File: config.mk
export PLATFORM = sky130hd
export DESIGN_NAME = smrc_top
export DESIGN_NICKNAME = d
export VERILOG_FILES = /design/src/smrc_pkg.sv /design/src/smrc_port.sv /design/src/smrc_rstflt.sv /design/src/smrc_top.sv
export SDC_FILE = /design/constraint.sdc
export NUM_CORES = 1
export LEC_CHECK = 0
export BUFFER_PORTS_ARGS = -buffer_cell sky130_fd_sc_hd__buf_2
export CAP_MARGIN = 20
export CORE_AREA = 3 3 117 119
export CTS_CLUSTER_DIAMETER = 40
export DETAILED_ROUTE_END_ITERATION = 8
export DIE_AREA = 0 0 120 122
export GPL_TIMING_DRIVEN = 1
export PLACE_DENSITY = 0.83
export SLEW_MARGIN = 5
export SYNTH_ARGS = -nofsm -noshare
export SYNTH_HDL_FRONTEND = slang
export SYNTH_SLANG_ARGS = --single-unit
File: constraint.sdc
create_clock -name clock -period 1.9 [get_ports clock]
set_input_delay 0.095 -clock clock [delete_from_list [all_inputs] [get_ports clock]]
set_output_delay 0.095 -clock clock [all_outputs]
set_load 0.02 [all_outputs]
File: src/smrc_pkg.sv
package smrc_pkg;

    // sleep mode encodings of the mode control field
    localparam logic [2:0] SMRC_MODE_IDLE = 3'h0;
    localparam logic [2:0] SMRC_MODE_ADCNR = 3'h1;
    localparam logic [2:0] SMRC_MODE_PDOWN = 3'h2;
    localparam logic [2:0] SMRC_MODE_PSAVE = 3'h3;
    localparam logic [2:0] SMRC_MODE_STBY = 3'h6;
    localparam logic [2:0] SMRC_MODE_XSTBY = 3'h7;
    localparam logic [2:0] SMRC_MODE_RST = 3'h0;

    // clock enable vector layout
    localparam int SMRC_CE_CPU = 0;
    localparam int SMRC_CE_IO = 1;
    localparam int SMRC_CE_ADC = 2;
    localparam int SMRC_CE_ASY = 3;
    localparam int SMRC_CE_OSC = 4;
    localparam int SMRC_CE_W = 5;
    localparam logic [4:0] SMRC_CE_ALL = 5'h1F;

    // port geometry and debug pins held pulled up on the control port
    localparam int SMRC_PORT_W = 8;
    localparam int SMRC_NPORT = 4;
    localparam int SMRC_PORT_ANA = 0;
    localparam int SMRC_PORT_DBG = 2;
    localparam logic [7:0] SMRC_DBG_PULL_MASK = 8'h2C;

    // timing at the 250 MHz clock
    localparam int SMRC_CLK_PS = 4000;
    localparam int SMRC_RST_MIN_NS = 1500;
    localparam int SMRC_RST_MIN_CYC = (SMRC_RST_MIN_NS * 1000 + SMRC_CLK_PS - 1) / SMRC_CLK_PS;
    localparam int SMRC_OSC_START_US = 16;
    localparam int SMRC_OSC_START_CYC = (SMRC_OSC_START_US * 1000000) / SMRC_CLK_PS;
    localparam int SMRC_FAST_START_CYC = 2;
    localparam int SMRC_CNT_W = 16;

    // sleep controller states, gray along active -> sleep -> wake
    typedef enum logic [1:0] {
        SMRC_ST_ACTIVE = 2'h0,
        SMRC_ST_SLEEP = 2'h1,
        SMRC_ST_WAKE = 2'h3
    } smrc_state_e;

endpackage

File: src/smrc_port.sv
`timescale 1ns/10ps
// one 8-bit general purpose port: driver, direction and pull-ups
module smrc_port
    import smrc_pkg::*;
#(
    parameter int W = SMRC_PORT_W,
    parameter logic [7:0] KEEP_MASK = 8'h00
) (
    input wire logic clock,
    input wire logic resetn,
    input wire logic rst_any,
    input wire logic keep_en,
    input wire logic analog_sel,
    input wire logic pull_dis,
    input wire logic [W-1:0] out_val,
    input wire logic [W-1:0] dir_out,
    input wire logic [W-1:0] pull_sel,
    output logic [W-1:0] pin_o,
    output logic [W-1:0] pin_oe,
    output logic [W-1:0] pull_en
);
    logic [W-1:0] out_reg, out_next;
    logic [W-1:0] oe_reg, oe_next;
    logic [W-1:0] pu_reg, pu_next;

    // analog use takes the whole port away from the digital driver
    always_comb begin
        out_next = out_val;
        oe_next = analog_sel ? '0 : dir_out; // RULE11
        pu_next = (analog_sel || pull_dis) ? '0 : (pull_sel & ~dir_out); // RULE12
    end

    always_ff @(posedge clock) begin
        if (!resetn) begin
            out_reg <= '0;
            oe_reg <= '0;
            pu_reg <= '0;
        end else begin
            out_reg <= out_next;
            oe_reg <= oe_next;
            pu_reg <= pu_next;
        end
    end

    // reset gating is combinational so it holds with no clock running
    assign pin_o = out_reg;
    assign pin_oe = rst_any ? '0 : oe_reg; // RULE9
    assign pull_en = rst_any ? (keep_en ? W'(KEEP_MASK) : '0) : (pu_reg | (keep_en ? W'(KEEP_MASK) : '0)); // RULE10
endmodule

File: src/smrc_rstflt.sv
`timescale 1ns/10ps
// synchronises the reset pin and qualifies lows by their length
module smrc_rstflt
    import smrc_pkg::*;
#(
    parameter int MIN_CYC = SMRC_RST_MIN_CYC
) (
    input wire logic clock,
    input wire logic resetn,
    input wire logic pin_rst_n,
    output logic rst_req
);
    logic sync1_reg, sync2_reg;
    logic [SMRC_CNT_W-1:0] cnt_reg, cnt_next;
    logic req_reg, req_next;

    // long-enough low sets the request; it clears once the pin is high again
    always_comb begin
        cnt_next = cnt_reg;
        req_next = req_reg;
        if (sync2_reg) begin
            cnt_next = '0;
            req_next = 1'b0;
        end else if (cnt_reg >= SMRC_CNT_W'(MIN_CYC - 1)) begin
            req_next = 1'b1; // RULE8
        end else begin
            cnt_next = cnt_reg + SMRC_CNT_W'(1);
        end
    end

    // first sync stage feeds only the second
    always_ff @(posedge clock) begin
        if (!resetn) begin
            sync1_reg <= 1'b1;
            sync2_reg <= 1'b1;
            cnt_reg <= '0;
            req_reg <= 1'b0;
        end else begin
            sync1_reg <= pin_rst_n;
            sync2_reg <= sync1_reg;
            cnt_reg <= cnt_next;
            req_reg <= req_next;
        end
    end

    assign rst_req = req_reg;
endmodule

File: src/smrc_top.sv
`timescale 1ns/10ps
// Function
// (RULE1) six software-selectable sleep modes, each gating its own set of clocks
// (RULE2) idle halts the cpu; io, adc, timers and interrupts keep running
// (RULE3) power-down stops the oscillator; only external interrupt or reset wakes
// (RULE4) power-save keeps the asynchronous timer running as a time base
// (RULE5) adc noise reduction stops cpu and io except async timer and adc
// (RULE6) standby keeps the main oscillator running for fast wake-up
// (RULE7) extended standby keeps oscillator and asynchronous timer running
// (RULE8) reset pin low longer than minimum pulse resets, even with no clock; here the filter counts clock cycles, so reset needs the clock
// (RULE9) any active reset tri-states all general purpose port pins
// (RULE10) with debug port enabled its three input pull-ups stay on through reset
// (RULE11) first port is adc input, else an 8-bit bidirectional port
// (RULE12) each port pin has its own enable for an input pull-up
// (RULE13) mode field held, sleep command enters it, wake-up resumes execution
module smrc_top
    import smrc_pkg::*;
#(
    parameter int OSC_START_CYC = SMRC_OSC_START_CYC,
    parameter int RST_MIN_CYC = SMRC_RST_MIN_CYC
) (
    input wire logic clock,
    input wire logic resetn,
    input wire logic rst_pin_n,
    input wire logic mode_wr,
    input wire logic [2:0] mode_wdata,
    input wire logic sleep_en_wdata,
    input wire logic sleep_cmd,
    input wire logic ext_irq,
    input wire logic async_tmr_irq,
    input wire logic adc_irq,
    input wire logic periph_irq,
    input wire logic dbg_port_en,
    input wire logic adc_in_use,
    input wire logic pull_dis,
    input wire logic [31:0] port_out_val,
    input wire logic [31:0] port_dir_out,
    input wire logic [31:0] port_pull_sel,
    output logic [31:0] port_pin_o,
    output logic [31:0] port_pin_oe,
    output logic [31:0] port_pull_en,
    output logic adc_analog_sel,
    output logic cpu_clk_en,
    output logic io_clk_en,
    output logic adc_clk_en,
    output logic async_tmr_clk_en,
    output logic main_osc_en,
    output logic sleeping,
    output logic cpu_resume,
    output logic [2:0] mode_sel,
    output logic sys_rst_n
);
    smrc_state_e state_reg, state_next;
    logic [2:0] mode_reg, mode_next;
    logic sleep_en_reg, sleep_en_next;
    logic [2:0] act_mode_reg, act_mode_next;
    logic [SMRC_CNT_W-1:0] wait_reg, wait_next;
    logic [SMRC_CE_W-1:0] ce_reg, ce_next;
    logic resume_reg, resume_next;
    logic pin_rst_req;
    logic rst_any;
    logic wake_hit;
    logic mode_ok;

    // qualified reset request from the external pin
    smrc_rstflt #(
        .MIN_CYC(RST_MIN_CYC)
    ) u_rstflt (
        .clock(clock),
        .resetn(resetn),
        .pin_rst_n(rst_pin_n),
        .rst_req(pin_rst_req)
    );

    // raw pin low also counts here so ports float even with the clock stopped
    assign rst_any = !resetn || pin_rst_req || !rst_pin_n; // RULE9
    assign sys_rst_n = !(pin_rst_req || !resetn); // RULE8

    // clock enables that stay on while asleep in a given mode
    function automatic logic [SMRC_CE_W-1:0] smrc_ce_of(input logic [2:0] m);
        logic [SMRC_CE_W-1:0] ce;
        ce = '0;
        case (m)
            SMRC_MODE_IDLE: begin
                ce = SMRC_CE_ALL & ~(SMRC_CE_W'(1) << SMRC_CE_CPU); // RULE2
            end
            SMRC_MODE_ADCNR: begin
                ce[SMRC_CE_ADC] = 1'b1; // RULE5
                ce[SMRC_CE_ASY] = 1'b1;
                ce[SMRC_CE_OSC] = 1'b1;
            end
            SMRC_MODE_PDOWN: begin
                ce = '0; // RULE3
            end
            SMRC_MODE_PSAVE: begin
                ce[SMRC_CE_ASY] = 1'b1; // RULE4
            end
            SMRC_MODE_STBY: begin
                ce[SMRC_CE_OSC] = 1'b1; // RULE6
            end
            SMRC_MODE_XSTBY: begin
                ce[SMRC_CE_OSC] = 1'b1; // RULE7
                ce[SMRC_CE_ASY] = 1'b1;
            end
            default: begin
                ce = SMRC_CE_ALL;
            end
        endcase
        return ce;
    endfunction

    // which events may wake each mode; power-down and standby only on external
    function automatic logic smrc_wake_of(input logic [2:0] m, input logic e,
                                          input logic t, input logic a, input logic p);
        logic w;
        w = e;
        case (m)
            SMRC_MODE_IDLE: begin
                w = e || t || a || p;
            end
            SMRC_MODE_ADCNR: begin
                w = e || t || a;
            end
            SMRC_MODE_PSAVE, SMRC_MODE_XSTBY: begin
                w = e || t;
            end
            SMRC_MODE_PDOWN, SMRC_MODE_STBY: begin
                w = e; // RULE3
            end
            default: begin
                w = e;
            end
        endcase
        return w;
    endfunction

    assign mode_ok = (mode_reg != 3'h4) && (mode_reg != 3'h5); // RULE1
    assign wake_hit = smrc_wake_of(act_mode_reg, ext_irq, async_tmr_irq, adc_irq, periph_irq);

    // mode field and sleep enable, written by the core
    always_comb begin
        mode_next = mode_reg;
        sleep_en_next = sleep_en_reg;
        if (mode_wr) begin
            mode_next = mode_wdata; // RULE13
            sleep_en_next = sleep_en_wdata;
        end
    end

    always_ff @(posedge clock) begin
        if (!resetn) begin
            mode_reg <= SMRC_MODE_RST;
            sleep_en_reg <= 1'b0;
        end else begin
            mode_reg <= mode_next;
            sleep_en_reg <= sleep_en_next;
        end
    end

    // sleep sequencer: enter on command, wait for wake, restart oscillator, resume
    always_comb begin
        state_next = state_reg;
        act_mode_next = act_mode_reg;
        wait_next = wait_reg;
        ce_next = ce_reg;
        resume_next = 1'b0;
        case (state_reg)
            SMRC_ST_ACTIVE: begin
                ce_next = SMRC_CE_ALL;
                if (sleep_cmd && sleep_en_reg && mode_ok) begin
                    act_mode_next = mode_reg; // RULE13
                    ce_next = smrc_ce_of(mode_reg); // RULE1
                    state_next = SMRC_ST_SLEEP;
                end
            end
            SMRC_ST_SLEEP: begin
                if (wake_hit) begin
                    // a stopped oscillator needs its start-up time; a running one does not
                    if (ce_reg[SMRC_CE_OSC]) begin
                        wait_next = SMRC_CNT_W'(SMRC_FAST_START_CYC - 1); // RULE6
                    end else begin
                        wait_next = SMRC_CNT_W'(OSC_START_CYC - 1);
                    end
                    ce_next[SMRC_CE_OSC] = 1'b1;
                    state_next = SMRC_ST_WAKE;
                end
            end
            SMRC_ST_WAKE: begin
                if (wait_reg == '0) begin
                    ce_next = SMRC_CE_ALL;
                    resume_next = 1'b1; // RULE13
                    state_next = SMRC_ST_ACTIVE;
                end else begin
                    wait_next = wait_reg - SMRC_CNT_W'(1);
                end
            end
            default: begin
                state_next = SMRC_ST_ACTIVE;
                ce_next = SMRC_CE_ALL;
            end
        endcase
        // a qualified pin reset aborts any sleep and restores all clocks
        if (pin_rst_req) begin
            state_next = SMRC_ST_ACTIVE; // RULE8
            ce_next = SMRC_CE_ALL;
            resume_next = 1'b0;
            wait_next = '0;
        end
    end

    always_ff @(posedge clock) begin
        if (!resetn) begin
            state_reg <= SMRC_ST_ACTIVE;
            act_mode_reg <= SMRC_MODE_RST;
            wait_reg <= '0;
            ce_reg <= SMRC_CE_ALL;
            resume_reg <= 1'b0;
        end else begin
            state_reg <= state_next;
            act_mode_reg <= act_mode_next;
            wait_reg <= wait_next;
            ce_reg <= ce_next;
            resume_reg <= resume_next;
        end
    end

    assign cpu_clk_en = ce_reg[SMRC_CE_CPU];
    assign io_clk_en = ce_reg[SMRC_CE_IO];
    assign adc_clk_en = ce_reg[SMRC_CE_ADC];
    assign async_tmr_clk_en = ce_reg[SMRC_CE_ASY];
    assign main_osc_en = ce_reg[SMRC_CE_OSC];
    assign sleeping = (state_reg != SMRC_ST_ACTIVE);
    assign cpu_resume = resume_reg;
    assign mode_sel = mode_reg;
    assign adc_analog_sel = adc_in_use; // RULE11

    // port 0 doubles as converter input; analog use takes its drivers and pulls away
    smrc_port #(
        .W(SMRC_PORT_W),
        .KEEP_MASK(8'h00)
    ) u_port0 (
        .clock(clock),
        .resetn(resetn),
        .rst_any(rst_any),
        .keep_en(1'b0),
        .analog_sel(adc_in_use), // RULE11
        .pull_dis(pull_dis),
        .out_val(port_out_val[SMRC_PORT_ANA*SMRC_PORT_W +: SMRC_PORT_W]),
        .dir_out(port_dir_out[SMRC_PORT_ANA*SMRC_PORT_W +: SMRC_PORT_W]),
        .pull_sel(port_pull_sel[SMRC_PORT_ANA*SMRC_PORT_W +: SMRC_PORT_W]), // RULE12
        .pin_o(port_pin_o[SMRC_PORT_ANA*SMRC_PORT_W +: SMRC_PORT_W]),
        .pin_oe(port_pin_oe[SMRC_PORT_ANA*SMRC_PORT_W +: SMRC_PORT_W]),
        .pull_en(port_pull_en[SMRC_PORT_ANA*SMRC_PORT_W +: SMRC_PORT_W])
    );

    // port 1 is plain digital: no analog use, nothing kept through reset
    smrc_port #(
        .W(SMRC_PORT_W),
        .KEEP_MASK(8'h00)
    ) u_port1 (
        .clock(clock),
        .resetn(resetn),
        .rst_any(rst_any),
        .keep_en(1'b0),
        .analog_sel(1'b0),
        .pull_dis(pull_dis),
        .out_val(port_out_val[1*SMRC_PORT_W +: SMRC_PORT_W]),
        .dir_out(port_dir_out[1*SMRC_PORT_W +: SMRC_PORT_W]),
        .pull_sel(port_pull_sel[1*SMRC_PORT_W +: SMRC_PORT_W]), // RULE12
        .pin_o(port_pin_o[1*SMRC_PORT_W +: SMRC_PORT_W]),
        .pin_oe(port_pin_oe[1*SMRC_PORT_W +: SMRC_PORT_W]),
        .pull_en(port_pull_en[1*SMRC_PORT_W +: SMRC_PORT_W])
    );

    // port 2 carries the debug inputs, whose pull-ups must survive any reset
    smrc_port #(
        .W(SMRC_PORT_W),
        .KEEP_MASK(SMRC_DBG_PULL_MASK)
    ) u_port2 (
        .clock(clock),
        .resetn(resetn),
        .rst_any(rst_any),
        .keep_en(dbg_port_en), // RULE10
        .analog_sel(1'b0),
        .pull_dis(pull_dis),
        .out_val(port_out_val[SMRC_PORT_DBG*SMRC_PORT_W +: SMRC_PORT_W]),
        .dir_out(port_dir_out[SMRC_PORT_DBG*SMRC_PORT_W +: SMRC_PORT_W]),
        .pull_sel(port_pull_sel[SMRC_PORT_DBG*SMRC_PORT_W +: SMRC_PORT_W]), // RULE12
        .pin_o(port_pin_o[SMRC_PORT_DBG*SMRC_PORT_W +: SMRC_PORT_W]),
        .pin_oe(port_pin_oe[SMRC_PORT_DBG*SMRC_PORT_W +: SMRC_PORT_W]),
        .pull_en(port_pull_en[SMRC_PORT_DBG*SMRC_PORT_W +: SMRC_PORT_W])
    );

    // port 3 is plain digital as well
    smrc_port #(
        .W(SMRC_PORT_W),
        .KEEP_MASK(8'h00)
    ) u_port3 (
        .clock(clock),
        .resetn(resetn),
        .rst_any(rst_any),
        .keep_en(1'b0),
        .analog_sel(1'b0),
        .pull_dis(pull_dis),
        .out_val(port_out_val[3*SMRC_PORT_W +: SMRC_PORT_W]),
        .dir_out(port_dir_out[3*SMRC_PORT_W +: SMRC_PORT_W]),
        .pull_sel(port_pull_sel[3*SMRC_PORT_W +: SMRC_PORT_W]), // RULE12
        .pin_o(port_pin_o[3*SMRC_PORT_W +: SMRC_PORT_W]),
        .pin_oe(port_pin_oe[3*SMRC_PORT_W +: SMRC_PORT_W]),
        .pull_en(port_pull_en[3*SMRC_PORT_W +: SMRC_PORT_W])
    );
endmodule

==> metrics.md <==
| Metric | Value |
|---|---|
| Final WS setup | `-0.0618 ns` |
| Initial antenna violation count | `2` |
| Worst setup SP type | `flop` |
| Max Transition Viols Final | `0` |
| Internal power | `5.35 mW` |
| Status | `complete, but fails checks` |
| Die H | `122 um` |
| Synth Cell Area | `5430 um2` |
| Finished Layout Cells | `1087` |
| Synth warn | `0` |
| Hold WC Path Type | `in -> reg` |
| Die area | `14600 um2` |
| R2R setup slack | `-0.06 ns` |
| Largest net degree at the start of global routing | `70` |
| Port bufs | `219` |
| Maximum fanout along the worst path | `3` |
| Yosys cell types | `59` |
| Worst vdd ir | `599 uV` |
| Sequential Power Share | `45.2%` |
| Vias/cell | `5.22` |
| Final WL | `20300 um` |
| TritonCTS Buffers | `17` |
| Reg2Reg Depth | `5` |
| CP Capture Type | `flop` |
| Clock power share | `43.5%` |
| Die width | `120 um` |
| Synth top area share | `53.8%` |
| Synth area leaders | `dfxtp_1 (54%), and2_1 (8.5%), and3_1 (7.0%), nor3b_1 (4.7%), clkbuf_1 (1.9%)` |
| First-pass GRT wire length | `30200 um` |
| TritonCTS Sinks | `146` |
| Post-DP HPWL | `11400 um` |
| I/O pin total | `220` |
| Leakage | `4.19 nW` |
| Final critical-path share of the clock period | `103%` |
| Max clock buf depth | `2` |
| Number of flops mapped to enable cells by yosys | `0` |
| Placed Cells incl. Taps | `951` |
| Synth area leader | `dfxtp_1` |
| Synth Register Bits | `146` |
| Met3 GRT Util | `7.01%` |
| Most frequent cells in the layout | `buf_2 (218), dfxtp_1 (139), dlygate4sd3_1 (100)` |
| Clock slew seen by the registers of the worst setup and hold paths | `0.06 ns` |
| Fillers | `852` |
| Clk_lat worst skew | `0.40 ns` |
| Worst Path Required | `2.18 ns` |
| Total gr overflow | `0` |
| NetSw | `1.74 mW` |
| Antenna-violating nets left | `0` |
| Via count | `5675` |
| Failing checks | `setup timing` |
| Async S/R FF share, synth | `0%` |
| Pwr per Cell Area | `823 nW/um2` |
| Max_cap viols | `0` |
| Gate Count Post-Synth | `554` |
| H-tree Lvls | `4` |
| WL/cell | `18.7 um` |
| Clock skew | `0.00430 ns` |
| Setup CP Type | `reg -> reg` |
| Vias in the first global route | `5765` |
| Cell area after layout | `8620 um2` |
| Worst EP arrival | `2.24 ns` |
| Min-delay src | `mode_wr` |
| Combinational power share | `11.3%` |
| Tightest Pin Transition | `0.567 ns` |
| WHS Endpoint | `mode_sel[2]` |
| Synth Flop Type | `dfxtp_1` |
| GRT Total Usage | `26.5%` |
| Post-synthesis sequential area ratio | `53.8%` |
| Rows | `41` |
| Peak Freq | `510 MHz` |
| Leading cell type in the layout, fill and taps excluded | `buf_2` |
| Core Region | `12700 um2` |
| # nets final | `1016` |
| GR peak layer | `met2` |
| Slew HR | `62.2%` |
| Final hold slack | `0.0821 ns` |
| Syn avg cell area | `9.81 um2` |
| Final setup fails | `1` |
| Hold Path Cell Cnt | `3` |
| Syn nets | `669` |
| Synth-to-layout area growth | `58.8%` |
| Met2 Use GR | `46.5%` |
| FF-to-FF Start | `wait_reg[3]` |
| Initial DRC count | `545` |
| Switching Share | `24.5%` |
| Initial core utilization | `42.9%` |
| CTS tree | `built` |
| Fraction of layout cells with a size suffix above 1 | `36.3%` |
| Drt first pass iters | `5` |
| RR Endpoint | `wait_reg[9]` |
| # DRC | `0` |
| CTS Root Buffer Type | `clkbuf_16` |
| Period minus WS final | `1.96 ns` |
| Endpoints failing hold | `0` |
| Unrepaired setup endpoints after global routing | `true` |
| RePlAce Congestion | `0.872` |
| Cell Area, Placed | `6910 um2` |
| Routing usage on met1 | `28.9%` |
Yosys cell counts (2+ instances only):
library cell and n:
nor4b_1 2, xnor2_1 6, nor2_1 20, a21o_1 4
clkbuf_1 27, a31oi_1 3, a21oi_1 18, o211ai_1 3
mux2i_1 5, and2_1 74, a22oi_1 2, buf_6 5
o221ai_1 2, o22ai_1 2, nor4_2 2, nor3b_1 34
nand2b_1 6, a211oi_1 4, nand2_1 21, or4_1 4
nand3_1 9, inv_1 10, nand4_1 4, nor3_1 11
ha_1 3, nor2b_1 9, o21ai_0 15, dfxtp_1 146
o21ai_1 6, or3_1 3, nor4_1 6, and3_1 61
metal layers:
| metal | up-vias | part of all wire, % |
|---|---|---|
| met3 | 79 | 7.3 |
| met2 | 270 | 52 |
| met1 | 2703 | 35 |
| met4 | 2 | 5.0 |
| li1 | 2621 | - |
| met5 | - | 0.064 |
worst max-delay path by stage:
| stage | start | end | slack (ns) | depth (start not counted) |
|---|---|---|---|---|
| 2_1_floorplan | wait_reg[0] | wait_reg[9] | -0.08 | 6 |
| 3_3_place_gp | wait_reg[4] | wait_reg[9] | -0.03 | 5 |
| 3_5_place_dp | wait_reg[4] | wait_reg[9] | -0.06 | 5 |
| 4_1_cts | wait_reg[4] | wait_reg[9] | -0.06 | 5 |
| 5_1_grt | wait_reg[0] | wait_reg[9] | -0.11 | 6 |
| 6_report | wait_reg[3] | wait_reg[9] | -0.06 | 5 |
critical path, stage by stage, from the launching register on:
cell and delay (ns):
dfxtp_2 0.32, or4_4 0.55, or3_4 0.38, or3b_1 0.37
a21oi_2 0.14, o32ai_2 0.09
cell families (layout without fill, tap and decap cells):
kind of cell	count (synthesis)	count (layout)	share of synthesized area, %
compound gates	72	72	8.50
buf+inv	46	405	3.98
flops	146	146	53.8
xor+xnor	6	6	0.967
other cells	0	2	0
mux	5	5	0.921
simple gates	276	276	31.1
fa+ha+maj	3	3	0.691
cell type report:
type / count / area [um2] / area share (%)
tap: 172 / 215 / 2.50
clock inverter: 12 / 110 / 1.28
inverter: 11 / 46.3 / 0.537
antenna: 2 / 5.00 / 0.0580
clock buffer: 19 / 433 / 5.02
timing repair buffer: 363 / 2480 / 28.8
multi-input combinational: 362 / 2400 / 27.8
sequential: 146 / 2930 / 34.0
per-stage QoR:
| step | setup TNS [ns] | setup slack [ns] | power [mW] | utilization, % |
|---|---|---|---|---|
| floorplan | -0.0788 | -0.0788 | 3.59 | - |
| global placement | -0.0339 | -0.0339 | 3.85 | 54.5 |
| detailed placement | -0.0576 | -0.0576 | 3.86 | 54.5 |
| CTS | -0.0945 | -0.0610 | 7.02 | 66.9 |
| global route | -0.172 | -0.111 | 7.33 | 68.1 |
| finish | -0.0618 | -0.0618 | 7.10 | 68.1 |
power by group through the flow:
stage	clock [mW]	combinational [mW]	sequential (mW)
2_1_floorplan	0	0.281	3.31
3_3_place_gp	0	0.592	3.26
3_5_place_dp	0	0.600	3.26
4_1_cts	3.08	0.738	3.19
5_1_grt	3.27	0.853	3.21
6_report	3.09	0.803	3.21
timing repair:
item | 4_1_cts | 5_1_grt
gates resized for setup | 6 | 30
endpoints found under the hold margin | 100 | 0
pin swaps | 3 | 14
hold buffers | 100 | 0
setup endpoints to repair | 56 | 60
cloned | 0 | 1
setup buffers | 0 | 2
(Power assumes the default switching activity.)
